## src/ubt_pkg.sv

```systemverilog
// Package with widths, constants and enumerations for the serial bit-timing core
package ubt_pkg;
  localparam int RELOAD_W      = 13;
  localparam int DATA_W        = 8;
  localparam int OVERSAMPLE    = 16;
  localparam int PRESCALE_BASE = 2;
  localparam logic [3:0] MID_TICK  = 4'h7;
  localparam logic [3:0] LAST_TICK = 4'hf;
  localparam logic [1:0] PRE_MAX0  = 2'h1;
  localparam logic [1:0] PRE_MAX1  = 2'h2;

  typedef enum logic [1:0]
  {
    UBT_RX_IDLE  = 2'b00,
    UBT_RX_START = 2'b01,
    UBT_RX_DATA  = 2'b10,
    UBT_RX_STOP  = 2'b11
  } ubt_rx_state_t;
endpackage

```

## src/ubt_baud_gen.sv

```systemverilog
// Free-running reload baud generator producing sixteen-times oversample ticks
`timescale 1ns/1ns
module ubt_baud_gen
#(
  parameter int RELOAD_W = 13
)
(
  input  wire logic                clk,
  input  wire logic                resetn,
  input  wire logic                run,
  input  wire logic                baud_prescale_select,
  input  wire logic [RELOAD_W-1:0] baud_reload_value,
  output logic                     tick16
);
  import ubt_pkg::*;

  logic [1:0]          pre_ff;
  logic [RELOAD_W-1:0] cnt_ff;
  logic                pre_wrap;

  // Prescale divides by two or three
  assign pre_wrap = (pre_ff == (baud_prescale_select ? PRE_MAX1 : PRE_MAX0));

  always_ff @(posedge clk or negedge resetn)
  begin
    if (!resetn)
      pre_ff <= 2'h0;
    else if (!run || pre_wrap)
      pre_ff <= 2'h0;
    else
      pre_ff <= pre_ff + 2'h1;
  end

  // Reload counter divides by reload plus one; state stays internal
  always_ff @(posedge clk or negedge resetn)
  begin
    if (!resetn)
    begin
      cnt_ff <= '0;
      tick16 <= 1'b0;
    end
    else
    begin
      tick16 <= 1'b0;
      if (!run)
        cnt_ff <= baud_reload_value;
      else if (pre_wrap)
      begin
        if (cnt_ff == '0)
        begin
          cnt_ff <= baud_reload_value;
          tick16 <= 1'b1;
        end
        else
          cnt_ff <= cnt_ff - {{(RELOAD_W-1){1'b0}}, 1'b1};
      end
    end
  end
endmodule

```

## src/ubt_core.sv

```systemverilog
// Top of the serial bit-timing core: baud ticks, transmitter, receiver, driver enable
`timescale 1ns/1ns
// Contract
// - Bit rate is clock over 16 times (2+prescale) times (reload+1).
// - Baud generator starts at enable and runs freely emitting periodic ticks.
// - Transmission starts only at the next bit tick after a request.
// - Generator count state is not visible outside the core.
// - Start detected on the clock that first sees a falling receive edge, without waiting for an oversample tick.
// - Each bit is sampled near the centre of its cell.
// - Last bit sample must precede sender frame end; 8N1 tolerates 5.26 percent.
// - Driver enable asserted while a request is pending or transmitting, released otherwise.
module ubt_core
#(
  parameter int RELOAD_W = ubt_pkg::RELOAD_W,
  parameter int DATA_W   = ubt_pkg::DATA_W
)
(
  input  wire logic                clk,
  input  wire logic                resetn,
  input  wire logic                unit_enable,
  input  wire logic                baud_prescale_select,
  input  wire logic [RELOAD_W-1:0] baud_reload_value,
  input  wire logic                tx_request,
  input  wire logic [DATA_W-1:0]   tx_data,
  output logic                     tx_busy_ff,
  output logic                     serial_tx_pin_ff,
  output logic                     line_driver_enable_ff,
  input  wire logic                serial_rx_pin,
  output logic [DATA_W-1:0]        rx_data_ff,
  output logic                     rx_valid_ff,
  output logic                     rx_frame_error_ff
);
  import ubt_pkg::*;

  localparam int FRAME_BITS = DATA_W + 2;

  logic                  tick16;
  logic [3:0]            tx_sub_ff;
  logic                  bit_tick;
  logic                  tx_pend_ff;
  logic [DATA_W-1:0]     tx_data_ff;
  logic [FRAME_BITS-1:0] tx_shift_ff;
  logic [3:0]            tx_cnt_ff;
  ubt_rx_state_t         rx_state_ff;
  logic                  rx_prev_ff;
  logic [3:0]            rx_sub_ff;
  logic [3:0]            rx_cnt_ff;
  logic [DATA_W-1:0]     rx_shift_ff;

  // Baud generator; count state is kept inside it
  ubt_baud_gen #(.RELOAD_W(RELOAD_W)) u_baud
  (
    .clk                  (clk),
    .resetn               (resetn),
    .run                  (unit_enable),
    .baud_prescale_select (baud_prescale_select),
    .baud_reload_value    (baud_reload_value),
    .tick16               (tick16)
  );

  // Free-running bit tick every sixteen oversample ticks
  always_ff @(posedge clk or negedge resetn)
  begin
    if (!resetn)
      tx_sub_ff <= 4'h0;
    else if (!unit_enable)
      tx_sub_ff <= 4'h0;
    else if (tick16)
      tx_sub_ff <= tx_sub_ff + 4'h1;
  end

  assign bit_tick = tick16 && (tx_sub_ff == LAST_TICK);

  // Request capture until the next bit tick
  always_ff @(posedge clk or negedge resetn)
  begin
    if (!resetn)
    begin
      tx_pend_ff <= 1'b0;
      tx_data_ff <= '0;
    end
    else if (!unit_enable)
      tx_pend_ff <= 1'b0;
    else if (tx_pend_ff && bit_tick)
      tx_pend_ff <= 1'b0;
    else if (tx_request && !tx_pend_ff && !tx_busy_ff)
    begin
      tx_pend_ff <= 1'b1;
      tx_data_ff <= tx_data;
    end
  end

  // Transmit shifter: start bit, data LSB first, stop bit
  always_ff @(posedge clk or negedge resetn)
  begin
    if (!resetn)
    begin
      tx_busy_ff       <= 1'b0;
      tx_shift_ff      <= '1;
      tx_cnt_ff        <= 4'h0;
      serial_tx_pin_ff <= 1'b1;
    end
    else if (!unit_enable)
    begin
      tx_busy_ff       <= 1'b0;
      serial_tx_pin_ff <= 1'b1;
    end
    else if (bit_tick)
    begin
      if (tx_busy_ff)
      begin
        serial_tx_pin_ff <= tx_shift_ff[0];
        tx_shift_ff      <= {1'b1, tx_shift_ff[FRAME_BITS-1:1]};
        if (tx_cnt_ff == 4'h0)
        begin
          tx_busy_ff       <= 1'b0;
          serial_tx_pin_ff <= 1'b1;
        end
        else
          tx_cnt_ff <= tx_cnt_ff - 4'h1;
      end
      else if (tx_pend_ff)
      begin
        tx_busy_ff       <= 1'b1;
        serial_tx_pin_ff <= 1'b0;
        tx_shift_ff      <= {1'b1, 1'b1, tx_data_ff};
        tx_cnt_ff        <= 4'(DATA_W + 1);
      end
    end
  end

  // Driver enable follows the pending request and the transmit frame
  always_ff @(posedge clk or negedge resetn)
  begin
    if (!resetn)
      line_driver_enable_ff <= 1'b0;
    else
      line_driver_enable_ff <= unit_enable && (tx_busy_ff || tx_pend_ff);
  end

  // Previous receive level for falling edge detection
  always_ff @(posedge clk or negedge resetn)
  begin
    if (!resetn)
      rx_prev_ff <= 1'b1;
    else
      rx_prev_ff <= serial_rx_pin;
  end

  // Receiver state machine: start edge on any clock, then oversample ticks
  always_ff @(posedge clk or negedge resetn)
  begin
    if (!resetn)
    begin
      rx_state_ff       <= UBT_RX_IDLE;
      rx_sub_ff         <= 4'h0;
      rx_cnt_ff         <= 4'h0;
      rx_shift_ff       <= '0;
      rx_data_ff        <= '0;
      rx_valid_ff       <= 1'b0;
      rx_frame_error_ff <= 1'b0;
    end
    else
    begin
      rx_valid_ff <= 1'b0;
      if (!unit_enable)
        rx_state_ff <= UBT_RX_IDLE;
      else
      begin
        unique case (rx_state_ff)
          UBT_RX_IDLE:
          begin
            if (rx_prev_ff && !serial_rx_pin)
            begin
              rx_state_ff <= UBT_RX_START;
              rx_sub_ff   <= 4'h0;
            end
          end
          UBT_RX_START:
          begin
            if (tick16)
            begin
              rx_sub_ff <= rx_sub_ff + 4'h1;
              if (rx_sub_ff == MID_TICK)
              begin
                if (serial_rx_pin)
                  rx_state_ff <= UBT_RX_IDLE;
                else
                begin
                  rx_state_ff <= UBT_RX_DATA;
                  rx_cnt_ff   <= 4'h0;
                end
              end
            end
          end
          UBT_RX_DATA:
          begin
            if (tick16)
            begin
              rx_sub_ff <= rx_sub_ff + 4'h1;
              if (rx_sub_ff == MID_TICK)
              begin
                rx_shift_ff <= {serial_rx_pin, rx_shift_ff[DATA_W-1:1]};
                rx_cnt_ff   <= rx_cnt_ff + 4'h1;
                if (rx_cnt_ff == 4'(DATA_W - 1))
                  rx_state_ff <= UBT_RX_STOP;
              end
            end
          end
          UBT_RX_STOP:
          begin
            if (tick16)
            begin
              rx_sub_ff <= rx_sub_ff + 4'h1;
              if (rx_sub_ff == MID_TICK)
              begin
                rx_data_ff        <= rx_shift_ff;
                rx_valid_ff       <= 1'b1;
                rx_frame_error_ff <= !serial_rx_pin;
                rx_state_ff       <= UBT_RX_IDLE;
              end
            end
          end
        endcase
      end
    end
  end
endmodule

```

## config.mk

```make
export PLATFORM = sky130hd
export DESIGN_NAME = ubt_core
export DESIGN_NICKNAME = d
export VERILOG_FILES = /design/src/ubt_pkg.sv /design/src/ubt_baud_gen.sv /design/src/ubt_core.sv
export SDC_FILE = /design/constraint.sdc
export NUM_CORES = 1
export LEC_CHECK = 0
export BUFFER_PORTS_ARGS = -buffer_cell sky130_fd_sc_hd__buf_2
export CORE_AREA = 4 4 102 104
export CTS_CLUSTER_DIAMETER = 30
export DETAILED_ROUTE_END_ITERATION = 12
export DIE_AREA = 0 0 106 108
export REMOVE_ABC_BUFFERS = 1
export SETUP_SLACK_MARGIN = 0.15
export SLEW_MARGIN = 0
export SYNTH_ARGS = -nofsm -noshare
export SYNTH_HDL_FRONTEND = slang
export SYNTH_SLANG_ARGS = --single-unit
```

## constraint.sdc

```tcl
create_clock -name clk -period 1.85 [get_ports clk]
set_input_delay 0.2775 -clock clk [delete_from_list [all_inputs] [get_ports clk]]
set_output_delay 0.2775 -clock clk [all_outputs]
set_load 0.02 [all_outputs]
```

; ---- Yosys cells after proc, flatten, opt, wreduce, memory -nomap -nowiden
; Cells that the tools add are included.
[word_totals]
latch_bits = 0
reg_bits = 75
ramBits = 0
mem_bits_ro = 0
output_inout_bits = 13
n_memories = 0
[op_classes]
n_reduce_logical = 27
multipliers = 0
n_shift = 0
n_div = 0
bitwise = 1
addsub = 6
magnitude_cmp = 0
eq_ne = 28
n_mux = 52
[ops]
columns = op, count
row1 = 2-to-1 mux 4 bit, 12
row2 = 2-to-1 mux 13 bit, 3
row3 = 2-to-1 mux 2 bit, 12
row4 = 2-to-1 mux 1 bit, 20
row5 = 2-to-1 mux 10 bit, 2
row6 = case mux 4 bit (2 select lines), 2
row7 = inequality test 3 bit (second input constant), 5
row8 = logical NOT 13 bit, 1
row9 = subtractor 13 x 1 -> 13 bit (second input constant), 1
row10 = adder 4 x 1 -> 4 bit (second input constant), 3
row11 = inequality test 2 x 1 -> 1 bit (second input constant), 6
row12 = AND reduction 4 bit, 3
row13 = inequality test 2 bit (second input constant), 5
row14 = inequality test 3 x 2 -> 1 bit (second input constant), 3
row15 = AND reduction 3 bit, 3
row16 = equality test 4 x 3 -> 1 bit (second input constant), 2
row17 = case mux 2 bit (4 select lines), 1
row18 = AND reduction 8 bit, 1
row19 = AND reduction 7 bit, 1
row20 = logical AND 1 bit, 6
row21 = inequality test 3 x 1 -> 1 bit (second input constant), 2
row22 = equality test 2 bit (second input constant), 2
row23 = equality test 4 bit (second input constant), 1
row24 = logical NOT 1 bit, 4
row25 = 11 further kinds, 13

; ---- Depth between registers and ports, before layout
; Gate-level depths: netlist of the first run.
[logic_depth]
ltp_word = 6
ltp_mapped = 8

; ---- Hierarchy
; A second synthesis of the first run with hierarchy kept.
[unflattened]
hier_cells = 321
hier_area_um2 = 3662.3
[by_module_without_submodules]
columns = module, area_per_inst_um2, cells_per_inst, instances, seq_area_each_um2
row1 = ubt_core, 2541.2, 207, 1, 1438.9
row2 = ubt_baud_gen, 1121.1, 114, 1, 400.4

; ---- Worst setup path before layout of the first run
; OpenSTA, ideal clock, no wires.
[synth_path]
path_kind = register -> register
start = register rx_sub_ff[0]
end = register rx_data_ff[0]
required_time_ns = 1.722
t_arrival_ns = 1.617
path_slack_ns = 0.105
path_stages_with_launch = 8
synth_period_minus_slack_ns = 1.745
cell_sequence = dfrtp_1 ha_1 and4b_1 and3_1 buf_4 nand2_2 buf_6 mux2_1
[synth_via]
elab_chain_len = 2
[synth_lines]
columns = item, line
row1 = from (decl), ubt_core.sv:46  ; logic [3:0] rx_sub_ff;
row2 = from (signal assigned), ubt_core.sv:183  ; rx_sub_ff <= rx_sub_ff + 4'h1;
row3 = from (signal assigned), ubt_core.sv:200  ; rx_sub_ff <= rx_sub_ff + 4'h1;
row4 = from (signal assigned), ubt_core.sv:214  ; rx_sub_ff <= rx_sub_ff + 4'h1;
row5 = equality test 4 x 3 -> 1 bit, ubt_core.sv:215  ; if (rx_sub_ff == MID_TICK)
row6 = AND reduction 4 bit (no source line), --
row7 = to (signal assigned), ubt_core.sv:217  ; rx_data_ff <= rx_shift_ff;
row8 = to (decl), ubt_core.sv:29  ; output logic [DATA_W-1:0] rx_data_ff,
; Every way passes these cells.
; A chain may end at the register's enable or synchronous reset.

; ---- Worst setup path in the final report of the first run
[layout_path]
start = register u_baud.pre_ff[0]
end = register u_baud.cnt_ff[6]
[layout_via]
elab_chain_len = 2
[layout_lines]
columns = item, line
row1 = from (decl), ubt_baud_gen.sv:17  ; logic [1:0] pre_ff;
row2 = from (signal assigned), ubt_baud_gen.sv:31  ; pre_ff <= pre_ff + 2'h1;
row3 = equality test 2 bit, ubt_baud_gen.sv:22  ; assign pre_wrap = (pre_ff == (baud_prescale_select ? PRE_MAX1 : PRE_MAX0));
row4 = inequality test 2 x 1 -> 1 bit (no source line), --
row5 = to (signal assigned), ubt_baud_gen.sv:46  ; cnt_ff <= baud_reload_value;
row6 = to (signal assigned), ubt_baud_gen.sv:51  ; cnt_ff <= baud_reload_value;
row7 = to (signal assigned), ubt_baud_gen.sv:55  ; cnt_ff <= cnt_ff - {{(RELOAD_W-1){1'b0}}, 1'b1};
row8 = to (decl), ubt_baud_gen.sv:18  ; logic [RELOAD_W-1:0] cnt_ff;
; Every way passes these cells.

==> results of run 1 <==
sequential cells by signal (all words and copies together), names as in the netlist:
| name | cells |
|---|---|
| tx_data_ff | 8 |
| u_baud.pre_ff | 2 |
| rx_state_ff | 2 |
| u_baud.cnt_ff | 13 |
| rx_prev_ff | 1 |
| rx_shift_ff | 8 |
| tx_pend_ff | 1 |
| tx_busy_ff | 1 |
| tx_cnt_ff | 4 |
| rx_valid_ff | 1 |
| rx_data_ff | 8 |
| tx_shift_ff | 8 |
| serial_tx_pin_ff | 1 |
| line_driver_enable_ff | 1 |
| u_baud.tick16 | 1 |
| rx_sub_ff | 4 |
| tx_sub_ff | 4 |
| rx_frame_error_ff | 1 |
| rx_cnt_ff | 4 |
worst paths after layout:
check / start / to / slack [ns] / cells past startpoint
max: u_baud.pre_ff[0]$_DFF_PN0_ / u_baud.cnt_ff[6]$_DFFE_PN0P_ / 0.12 / 5
min: serial_rx_pin / rx_prev_ff$_DFF_PN1_ / 0.08 / 1
max reg2reg: u_baud.pre_ff[0]$_DFF_PN0_ / u_baud.cnt_ff[6]$_DFFE_PN0P_ / 0.12 / 5
min reg2reg: rx_shift_ff[0]$_DFFE_PN0P_ / rx_data_ff[0]$_DFFE_PN0P_ / 0.49 / 1
max in group asynchronous: resetn / tx_shift_ff[2]$_DFFE_PN1P_ / 1.02 / 3
min in group asynchronous: resetn / tx_data_ff[3]$_DFFE_PN0P_ / 0.49 / 3
metal layers:
layer  global-route usage [%]  up-vias  share of wire, %
met5                        0        -                 0
met4                    5.550        0               1.6
met3                    3.224        8               3.5
met2                    22.95       44                50
met1                    17.26     1379                45
li1                         -     1335                 -
worst max-delay path, cell delays in order (launching register included):
cell and delay [ns]:
dfrtp_1 0.42, nand3b_4 0.20, o21a_4 0.15, or4b_4 0.51, o311ai_4 0.23, nand3_1 0.10
cells in the mapped netlist, drive strengths merged, types with 5 or more instances:
| cell | number | area, um2 |
|---|---|---|
| dfrtp | 63 | 1577 |
| nor2 | 38 | 145.1 |
| nand2 | 28 | 117.6 |
| mux2 | 26 | 292.8 |
| a21oi | 23 | 122.6 |
| o21ai | 16 | 80.07 |
| inv | 12 | 45.04 |
| nand3 | 12 | 60.06 |
| buf | 10 | 60.05 |
| dfstp | 10 | 262.8 |
| mux2i | 9 | 90.09 |
| nor3 | 8 | 40.04 |
| ha | 7 | 87.58 |
| nand4 | 6 | 43.79 |
| xor2 | 6 | 52.55 |
| o22ai | 5 | 31.28 |
area by class of cell:
type	count	area share, %
sequential	73	40.51
multi-input combinational	235	40.24
timing repair buffer	70	9.915
tap	133	3.663
clock buffer	11	2.892
clock inverter	5	1.790
inverter	12	0.9915
power breakdown:
part           leakage (uW)  switching [uW]  internal, uW  total [uW]
Combinational       0.00102             433           391         825
Clock              0.000104             593           761        1350
Sequential         0.000917             191          1750        1940
cells by family (layout without fill, tap and decap cells):
kind of cell	count (synthesis)	in the layout	share of synthesized area, %
simple gates	116	116	18.04
flops	73	73	51.09
compound gates	68	68	12.37
mux	35	35	10.64
buf+inv	25	98	3.232
xor+xnor	9	9	2.190
fa+ha+maj	7	7	2.433
timing repair:
action / CTS / global route
resized for setup: 14 / 25
setup buffers: 4 / 4
hold buffers: 1 / 0
endpoints found under the setup margin: 31 / 34
endpoints found under the hold margin: 63 / 0
pin swaps: 8 / 12
metrics by stage:
stage	std cells	power, uW	utilization, %
after CTS	535	4062	45.96
after detailed placement	514	2635	42.60
final	539	4121	47.58
after global placement	514	2608	42.60
after floorplan	320	2346	-
after global routing	539	4344	47.58
==> summary.md, run 1 <==
| Metric | Value |
|---|---|
| Setup-failing EPs final | `0` |
| Post-DR vias/cell | `~5.1` |
| Area growth from synthesis to layout | `26.21%` |
| Final hold vios | `0` |
| Sink Count | `73` |
| Final min period | `1.725 ns` |
| Main synth FF type | `dfrtp_1` |
| Core area | `0.009549 mm2` |
| Number of flops mapped to enable cells by yosys | `0` |
| Multi-input gate area | `0.001828 mm2` |
| CTS max path bufs | `2` |
| Hold crit path type | `primary input to flop` |
| Worst-Margin Slew | `between 0.4 and 0.5 ns` |
| IO Count | `40` |
| Overall routing resource usage | `13.73%` |
| Setup Slack @ Placement | `-0.002558 ns` |
| Syn Inst Count | `333` |
| Clock Latency Late Sink | `0.35 ns` |
| Post-route antenna net violation count | `0` |
| First-pass GRT wire length | `around 13000 um` |
| Worst Setup Start Kind | `flop` |
| Setup TNS | `0 ns` |
| Yosys reg bits | `73` |
| Root Buffer | `clkbuf_8` |
| Remaining Overflow, GRT | `0` |
| Die Ht | `108 um` |
| CTS Buf Count | `9` |
| Syn avg cell area | `10.81 um2` |
| # fillers | `about 910` |
| Async SR Flop Fraction | `100.0%` |
| GPL Wtd Cong | `between 0.8 and 0.9` |
| Placed Area | `~0.004 mm2` |
| Initial Util | `37.70%` |
| Leak | `0.002044 uW` |
| Max Fclk | `579.7 MHz` |
| H-tree depth | `3` |
| CTS tree | `done` |
| WL per Instance | `14.26 um` |
| Nets | `roughly 440` |
| Initial antenna violation count | `0` |
| Via count | `about 2800` |
| Critical path required time | `2.07 ns` |
| Worst-path fanout max | `3` |
| Power density over the cells | `between 900 and 1000 mW/mm2` |
| Register Area | `0.001841 mm2` |
| N_diodes | `0` |
| Vias in the first global route | `2791` |
| Drt total wl | `7688 um` |
| Ys Warns | `0` |
| DR DRC count | `0` |
| Final WS setup | `about 0.12 ns` |
| Period utilization | `slightly above 90%` |
| CP Class | `flop to flop` |
| Outcome | `complete, no violations` |
| Iteration-0 DRC count of the detailed router | `138` |
| Die width | `106 um` |
| Mapped cell area | `0.003600 mm2` |
| Maximum VDD drop | `approximately 0.4 mV` |
| Slew Limit Fails | `0` |
| DP HPWL | `5230 um` |
| IO buf count | `39` |
| Largest net degree at the start of global routing | `74` |
| Slew headroom | `66.55%` |
| Post-route cell area | `0.004543 mm2` |
| Die Area | `about 0.011 mm2` |
| Clock-pin slew on the worst setup and hold paths | `0.08 ns` |
| RSZ-0062 raised after global routing | `yes` |
| CP Capture Type | `flop` |
| Most frequent cells in the layout | `62 x dfrtp_1, 39 x buf_2, 37 x nor2_1` |
| Placement Rows | `36` |
| Critical Path AT | `between 1.5 and 2 ns` |
| Max_cap viols | `0` |
| Min Hold Slack | `0.07825 ns` |
| TritonRoute pass-1 iters | `4` |
| Seq/Total Area, Yosys | `around half` |
| Distinct cells, synth | `60` |
| Most common cell after layout, fill and taps aside | `dfrtp_1` |
| Worst clock skew | `about 0.01 ns` |
| Fraction of layout cells with a size suffix above 1 | `37.93%` |
No activity file was read; power rests on OpenSTA's default activity.
==> run 2: changes to the inputs <==
--- a/config.mk
+++ b/config.mk
@@ -10,9 +10,10 @@
 export CTS_CLUSTER_DIAMETER = 30
 export DETAILED_ROUTE_END_ITERATION = 12
 export DIE_AREA = 0 0 106 108
+export HOLD_SLACK_MARGIN = 0.03
 export REMOVE_ABC_BUFFERS = 1
-export SETUP_SLACK_MARGIN = 0.15
-export SLEW_MARGIN = 0
+export SETUP_SLACK_MARGIN = 0.05
+export SLEW_MARGIN = 10
 export SYNTH_ARGS = -nofsm -noshare
 export SYNTH_HDL_FRONTEND = slang
 export SYNTH_SLANG_ARGS = --single-unit
==> run 2 against run 1 <==
Net effect: combinational power fell by 7.2%; flip-flop and latch count did not move; utilization fell by 1.2 points; total power fell by 1.8%; final cell count fell by 0.93%; worst hold slack improved by 0.0073 ns; non-clock buffer count fell by 5.
==> summary.md, run 2 (synthesized netlist as in run 1, its figures left out) <==
| Metric | Value |
|---|---|
| Outcome | `complete, no violations` |
| Area growth from synthesis to layout | `23.11%` |
| Most common cell after layout, fill and taps aside | `dfrtp_1` |
| N_diodes | `0` |
| Remaining Overflow, GRT | `0` |
| Sequential power share | `47.8%` |
| # fillers | `913` |
| Sw Share | `29.17%` |
| Stages on worst setup path | `5` |
| Initial antenna violation count | `0` |
| Power density over the cells | `912.9 mW/mm2` |
| Period utilization | `between 90% and 100%` |
| Combinational power share | `a little under a fifth` |
| Sw power | `1180 uW` |
| Placed Area | `0.004068 mm2` |
| CP Class | `flop to flop` |
| Final Power | `4046 uW` |
| Die Area | `0.01145 mm2` |
| Critical Path Max Stage Delay | `0.53 ns` |
| CP Capture Type | `flop` |
| Post-DR vias/cell | `5.047` |
| Post-Layout Cell Count | `534` |
| First-pass GRT wire length | `12680 um` |
| Iteration-0 DRC count of the detailed router | `between 100 and 150` |
| Largest Register | `u_baud.cnt_ff` |
| Worst setup endpoint | `rx_sub_ff[3]$_DFFE_PN0P_` |
| Min Hold Slack | `0.08552 ns` |
| Setup slack, reg-to-reg | `0.08 ns` |
| Nets | `430` |
| Overall routing resource usage | `13.59%` |
| Max_cap viols | `0` |
| Die Ht | `108 um` |
| TritonRoute pass-1 iters | `4` |
| Die width | `106 um` |
| Via count | `2695` |
| Largest net degree at the start of global routing | `between 70 and 80` |
| Hold crit path type | `primary input to flop` |
| Critical path required time | `2.10 ns` |
| Clock-pin slew on the worst setup and hold paths | `0.07 ns` |
| Final hold vios | `0` |
| R2R cell count | `5` |
| Placement Rows | `36` |
| Final min period | `1.771 ns` |
| Post-route cell area | `0.004432 mm2` |
| Int Pwr | `2866 uW` |
| Root Buffer | `clkbuf_8` |
| Initial Util | `about 38%` |
| Slew Limit Fails | `0` |
| CP max-delay cell | `dfstp_2` |
| Max Fclk | `~560 MHz` |
| Maximum VDD drop | `0.4177 mV` |
| DP HPWL | `5230 um` |
| Critical Path AT | `2.02 ns` |
| WL per Instance | `14.06 um` |
| GPL Wtd Cong | `0.8677` |
| Setup TNS | `0 ns` |
| Worst-path fanout max | `4` |
| CTS Buf Count | `9` |
| Drt total wl | `7510 um` |
| Setup-failing EPs final | `0` |
| Worst Setup SP | `rx_prev_ff$_DFF_PN1_` |
| Sink Count | `73` |
| CTS tree | `done` |
| Top delay family on crit path | `simple AND/OR/NAND/NOR gates` |
| Most frequent cells in the layout | `63 x dfrtp_1, 39 x buf_2, 37 x nor2_1` |
| CTS max path bufs | `2` |
| IO buf count | `39` |
| Worst Path Buf+Inv | `0` |
| IO Count | `40` |
| Clk network pwr share | `33.3%` |
| Placed insts | `514` |
| Crit-path cells | `or4b_4 -> a21oi_4 -> nand4_1 -> xor2_1 -> a31oi_1` |
| Slew headroom | `50.91%` |
| H-tree depth | `3` |
| Worst-Margin Slew | `between 0.7 and 0.8 ns` |
| Max reg flops | `13` |
| DR DRC count | `0` |
| Fraction of layout cells with a size suffix above 1 | `roughly 35%` |
| Worst clock skew | `0.01028 ns` |
| Leak | `~0.0020 uW` |
| Worst Setup Start Kind | `flop` |
| Post-route antenna net violation count | `0` |
| Reg-to-Reg Start | `rx_prev_ff$_DFF_PN1_` |
| Core area | `roughly 0.0095 mm2` |
| Clock Latency Late Sink | `~0.34 ns` |
| Vias in the first global route | `about 2800` |
| RSZ-0062 raised after global routing | `yes` |
| Worst R2R End | `rx_sub_ff[3]$_DFFE_PN0P_` |
==> run 2: routing by layer <==
metal  GRT usage, %  vias to the layer above  part of all wire [%]
met5              0                        -                     0
met1          16.96                     1320                    47
met4          5.458                        0                   1.4
li1               -                     1325                     -
met3          3.164                        8                   3.0
met2          22.91                       42                    49
==> run 2: per-stage QoR <==
step           utilization [%]  setup WS, ns
2_1_floorplan                -       -0.1432
3_3_place_gp             42.60       0.08226
3_5_place_dp             42.60     -0.002558
4_1_cts                  45.15       0.05987
5_1_grt                  46.41     -0.008181
6_report                 46.41       0.07886
==> run 2: layout make-up <==
type	instances	area (um2)	area share (%)
tap	133	166.4	3.755
sequential	73	1839	41.50
inverter	12	45.04	1.016
multi-input combinational	235	1755	39.61
clock inverter	5	81.33	1.835
timing repair buffer	65	412.9	9.317
clock buffer	11	131.4	2.964
==> run 2: repair_timing <==
| item | CTS | global route |
|---|---|---|
| setup endpoints to repair | 4 | 26 |
| cloned | 0 | 0 |
| pin swaps | 0 | 5 |
| resized for setup | 2 | 21 |
| hold endpoints to repair | 63 | 0 |
| hold buffers | 1 | 0 |
| buffers inserted | 1 | 2 |
==> run 2: worst min path at each step <==
stage / startpoint / endpoint / slack, ns / cells past startpoint
after floorplan: resetn / line_driver_enable_ff$_DFF_PN0_ / -0.02 / 0
final: serial_rx_pin / rx_prev_ff$_DFF_PN1_ / 0.09 / 1
after global placement: resetn / tx_data_ff[2]$_DFFE_PN0P_ / 0.34 / 2
after detailed placement: resetn / tx_data_ff[2]$_DFFE_PN0P_ / 0.34 / 2
after global routing: serial_rx_pin / rx_prev_ff$_DFF_PN1_ / 0.07 / 1
after CTS: serial_rx_pin / rx_prev_ff$_DFF_PN1_ / 0.06 / 1
==> run 2: power groups by stage <==
stage	clock (uW)	sequential [uW]	combinational [uW]
final	1350	1930	766
after detailed placement	0	1940	693
after global placement	0	1940	673
after CTS	1400	1910	709
after global routing	1460	1950	851
after floorplan	0	1930	418
==> run 3: changes to the inputs <==
--- a/config.mk
+++ b/config.mk
@@ -7,7 +7,9 @@
 export LEC_CHECK = 0
 export BUFFER_PORTS_ARGS = -buffer_cell sky130_fd_sc_hd__buf_2
 export CORE_AREA = 4 4 102 104
+export CTS_BUF_LIST = sky130_fd_sc_hd__clkbuf_16
 export CTS_CLUSTER_DIAMETER = 30
+export CTS_CLUSTER_SIZE = 12
 export DETAILED_ROUTE_END_ITERATION = 12
 export DIE_AREA = 0 0 106 108
 export HOLD_SLACK_MARGIN = 0.03
==> run 3 against run 2 <==
Net effect: flip-flop and latch count unchanged; register-to-register slack about the same; utilization up 1.4 points; critical path depth stayed put; combinational power is 1% higher.
==> summary.md, run 3 (synthesized netlist as in run 1, its figures left out) <==
| Metric | Value |
|---|---|
| Most frequent cells in the layout | `61 x dfrtp_1, 39 x buf_2, 37 x nor2_1` |
| N_diodes | `0` |
| Via count | `2726` |
| CTS tree | `done` |
| Setup-failing EPs final | `0` |
| Placement Rows | `36` |
| Area growth from synthesis to layout | `26.73%` |
| DR DRC count | `0` |
| Met2 usage | `23.04%` |
| Setup Slack @ Placement | `-0.002558 ns` |
| Multi-input gate area | `0.001785 mm2` |
| GRT Max-Usage Layer | `met2` |
| GPL Wtd Cong | `0.8677` |
| Slew headroom | `approximately two thirds` |
| Largest net degree at the start of global routing | `74` |
| Placed insts | `514` |
| Sink Count | `73` |
| First-pass GRT wire length | `12700 um` |
| Nets | `431` |
| Final core area utilization | `47.77%` |
| Power density over the cells | `993.6 mW/mm2` |
| Critical path required time | `2.08 ns` |
| Worst Setup Start Kind | `flop` |
| Clock-pin slew on the worst setup and hold paths | `about 0.060 ns` |
| Largest Register | `u_baud.cnt_ff` |
| Worst Path Buf+Inv | `0` |
| Final hold vios | `0` |
| Placed Area | `0.004068 mm2` |
| Fraction of layout cells with a size suffix above 1 | `between 30% and 40%` |
| Clock Latency Late Sink | `0.33 ns` |
| Vias in the first global route | `around 2700` |
| Post-route antenna net violation count | `0` |
| Max_cap viols | `0` |
| Max Fclk | `564.8 MHz` |
| RSZ-0062 raised after global routing | `yes` |
| DP HPWL | `5230 um` |
| Top delay family on crit path | `simple AND/OR/NAND/NOR gates` |
| GR Layer Usage met1 | `17.24%` |
| IO buf count | `39` |
| Maximum VDD drop | `0.4425 mV` |
| Outcome | `complete, no violations` |
| H-tree depth | `3` |
| Register Area | `0.001842 mm2` |
| # fillers | `886` |
| Post-Layout Cell Count | `535` |
| Max reg flops | `13` |
| CP Capture Type | `flop` |
| TritonRoute pass-1 iters | `4` |
| Worst-path fanout max | `4` |
| Final Power | `between 4000 and 5000 uW` |
| Period utilization | `roughly 96%` |
| WL per Instance | `14.24 um` |
| Overall routing resource usage | `13.67%` |
| Root Buffer | `clkbuf_16` |
| Post-route cell area | `0.004562 mm2` |
| Leak | `0.002054 uW` |
| Core area | `between 0.009 and 0.01 mm2` |
| Worst-Margin Slew | `roughly 0.50 ns` |
| CTS Buf Count | `9` |
| Initial Util | `a little under two fifths` |
| Final WS setup | `0.07931 ns` |
| Post-DR vias/cell | `roughly 5.1` |
| M3 GR Usage | `3.881%` |
| Drt total wl | `about 7600 um` |
| Crit-path cells | `or4b_4 -> a21oi_4 -> nand4_1 -> xor2_1 -> a31oi_1` |
| Slew Limit Fails | `0` |
| CP Class | `flop to flop` |
| CTS max path bufs | `2` |
| Initial antenna violation count | `0` |
| CP max-delay cell | `dfstp_2` |
| Critical Path AT | `2.01 ns` |
| Hold crit path type | `primary input to flop` |
| Iteration-0 DRC count of the detailed router | `137` |
| Die Area | `0.01145 mm2` |
| Critical Path Max Stage Delay | `around 0.53 ns` |
| Remaining Overflow, GRT | `0` |
| IO Count | `40` |
| Most common cell after layout, fill and taps aside | `dfrtp_1` |
| Die width | `106 um` |
| Final min period | `1.771 ns` |
| Die Ht | `108 um` |
| Worst clock skew | `0.01094 ns` |
==> run 3: worst register-to-register path: cells and delay by family, from the launching register on <==
family	cells	cell delay, ns
AOI/OAI and AO/OA	2	0.36
DFF	1	0.53
and+or+nand+nor	2	0.62
xor gates and xnor gates	1	0.17
==> run 3: final timing paths <==
| path | start | end | slack, ns | depth (start not counted) |
|---|---|---|---|---|
| worst max register to register | rx_prev_ff$_DFF_PN1_ | rx_sub_ff[3]$_DFFE_PN0P_ | 0.08 | 5 |
| min in group asynchronous | resetn | tx_data_ff[3]$_DFFE_PN0P_ | 0.51 | 3 |
| worst min register to register | rx_shift_ff[0]$_DFFE_PN0P_ | rx_data_ff[0]$_DFFE_PN0P_ | 0.48 | 1 |
| max in group asynchronous | resetn | tx_shift_ff[2]$_DFFE_PN1P_ | 0.99 | 3 |
| worst max-delay path | rx_prev_ff$_DFF_PN1_ | rx_sub_ff[3]$_DFFE_PN0P_ | 0.08 | 5 |
| worst min-delay path | serial_rx_pin | rx_prev_ff$_DFF_PN1_ | 0.10 | 1 |
==> run 3: area by class of cell <==
type | count | share of cell area, %
clock inverter | 7 | 1.947
timing repair buffer | 65 | 8.969
tap | 133 | 3.648
inverter | 12 | 0.9874
multi-input combinational | 236 | 39.14
clock buffer | 9 | 4.937
sequential | 73 | 40.37
==> run 3: per-stage QoR <==
step	setup TNS, ns	hold slack [ns]
2_1_floorplan	-0.2056	-0.01809
3_3_place_gp	0	0.3436
3_5_place_dp	-0.002558	0.3429
4_1_cts	0	0.08969
5_1_grt	-0.002940	0.09455
6_report	0	0.1025
==> run 3: power breakdown <==
part / internal (uW) / switching [uW] / leakage [uW]
clock: 1170 / 644 / 0.000158
combinational: 359 / 415 / 0.000980
sequential: 1750 / 190 / 0.000916
total: 3280 / 1250 / 0.00205
==> run 3: per-layer routing <==
| metal | wire length (um) | vias up |
|---|---|---|
| met2 | 3797 | 61 |
| met3 | 351 | 5 |
| met5 | 0 | - |
| met1 | 3402 | 1327 |
| li1 | - | 1333 |
| met4 | 68 | 0 |
==> run 3: timing repair <==
item,in CTS,in global routing
hold buffers,1,0
setup buffers,0,3
setup endpoints to repair,3,26
endpoints found under the hold margin,63,0
resized for setup,2,24
pin swaps,0,8
gates cloned,0,1
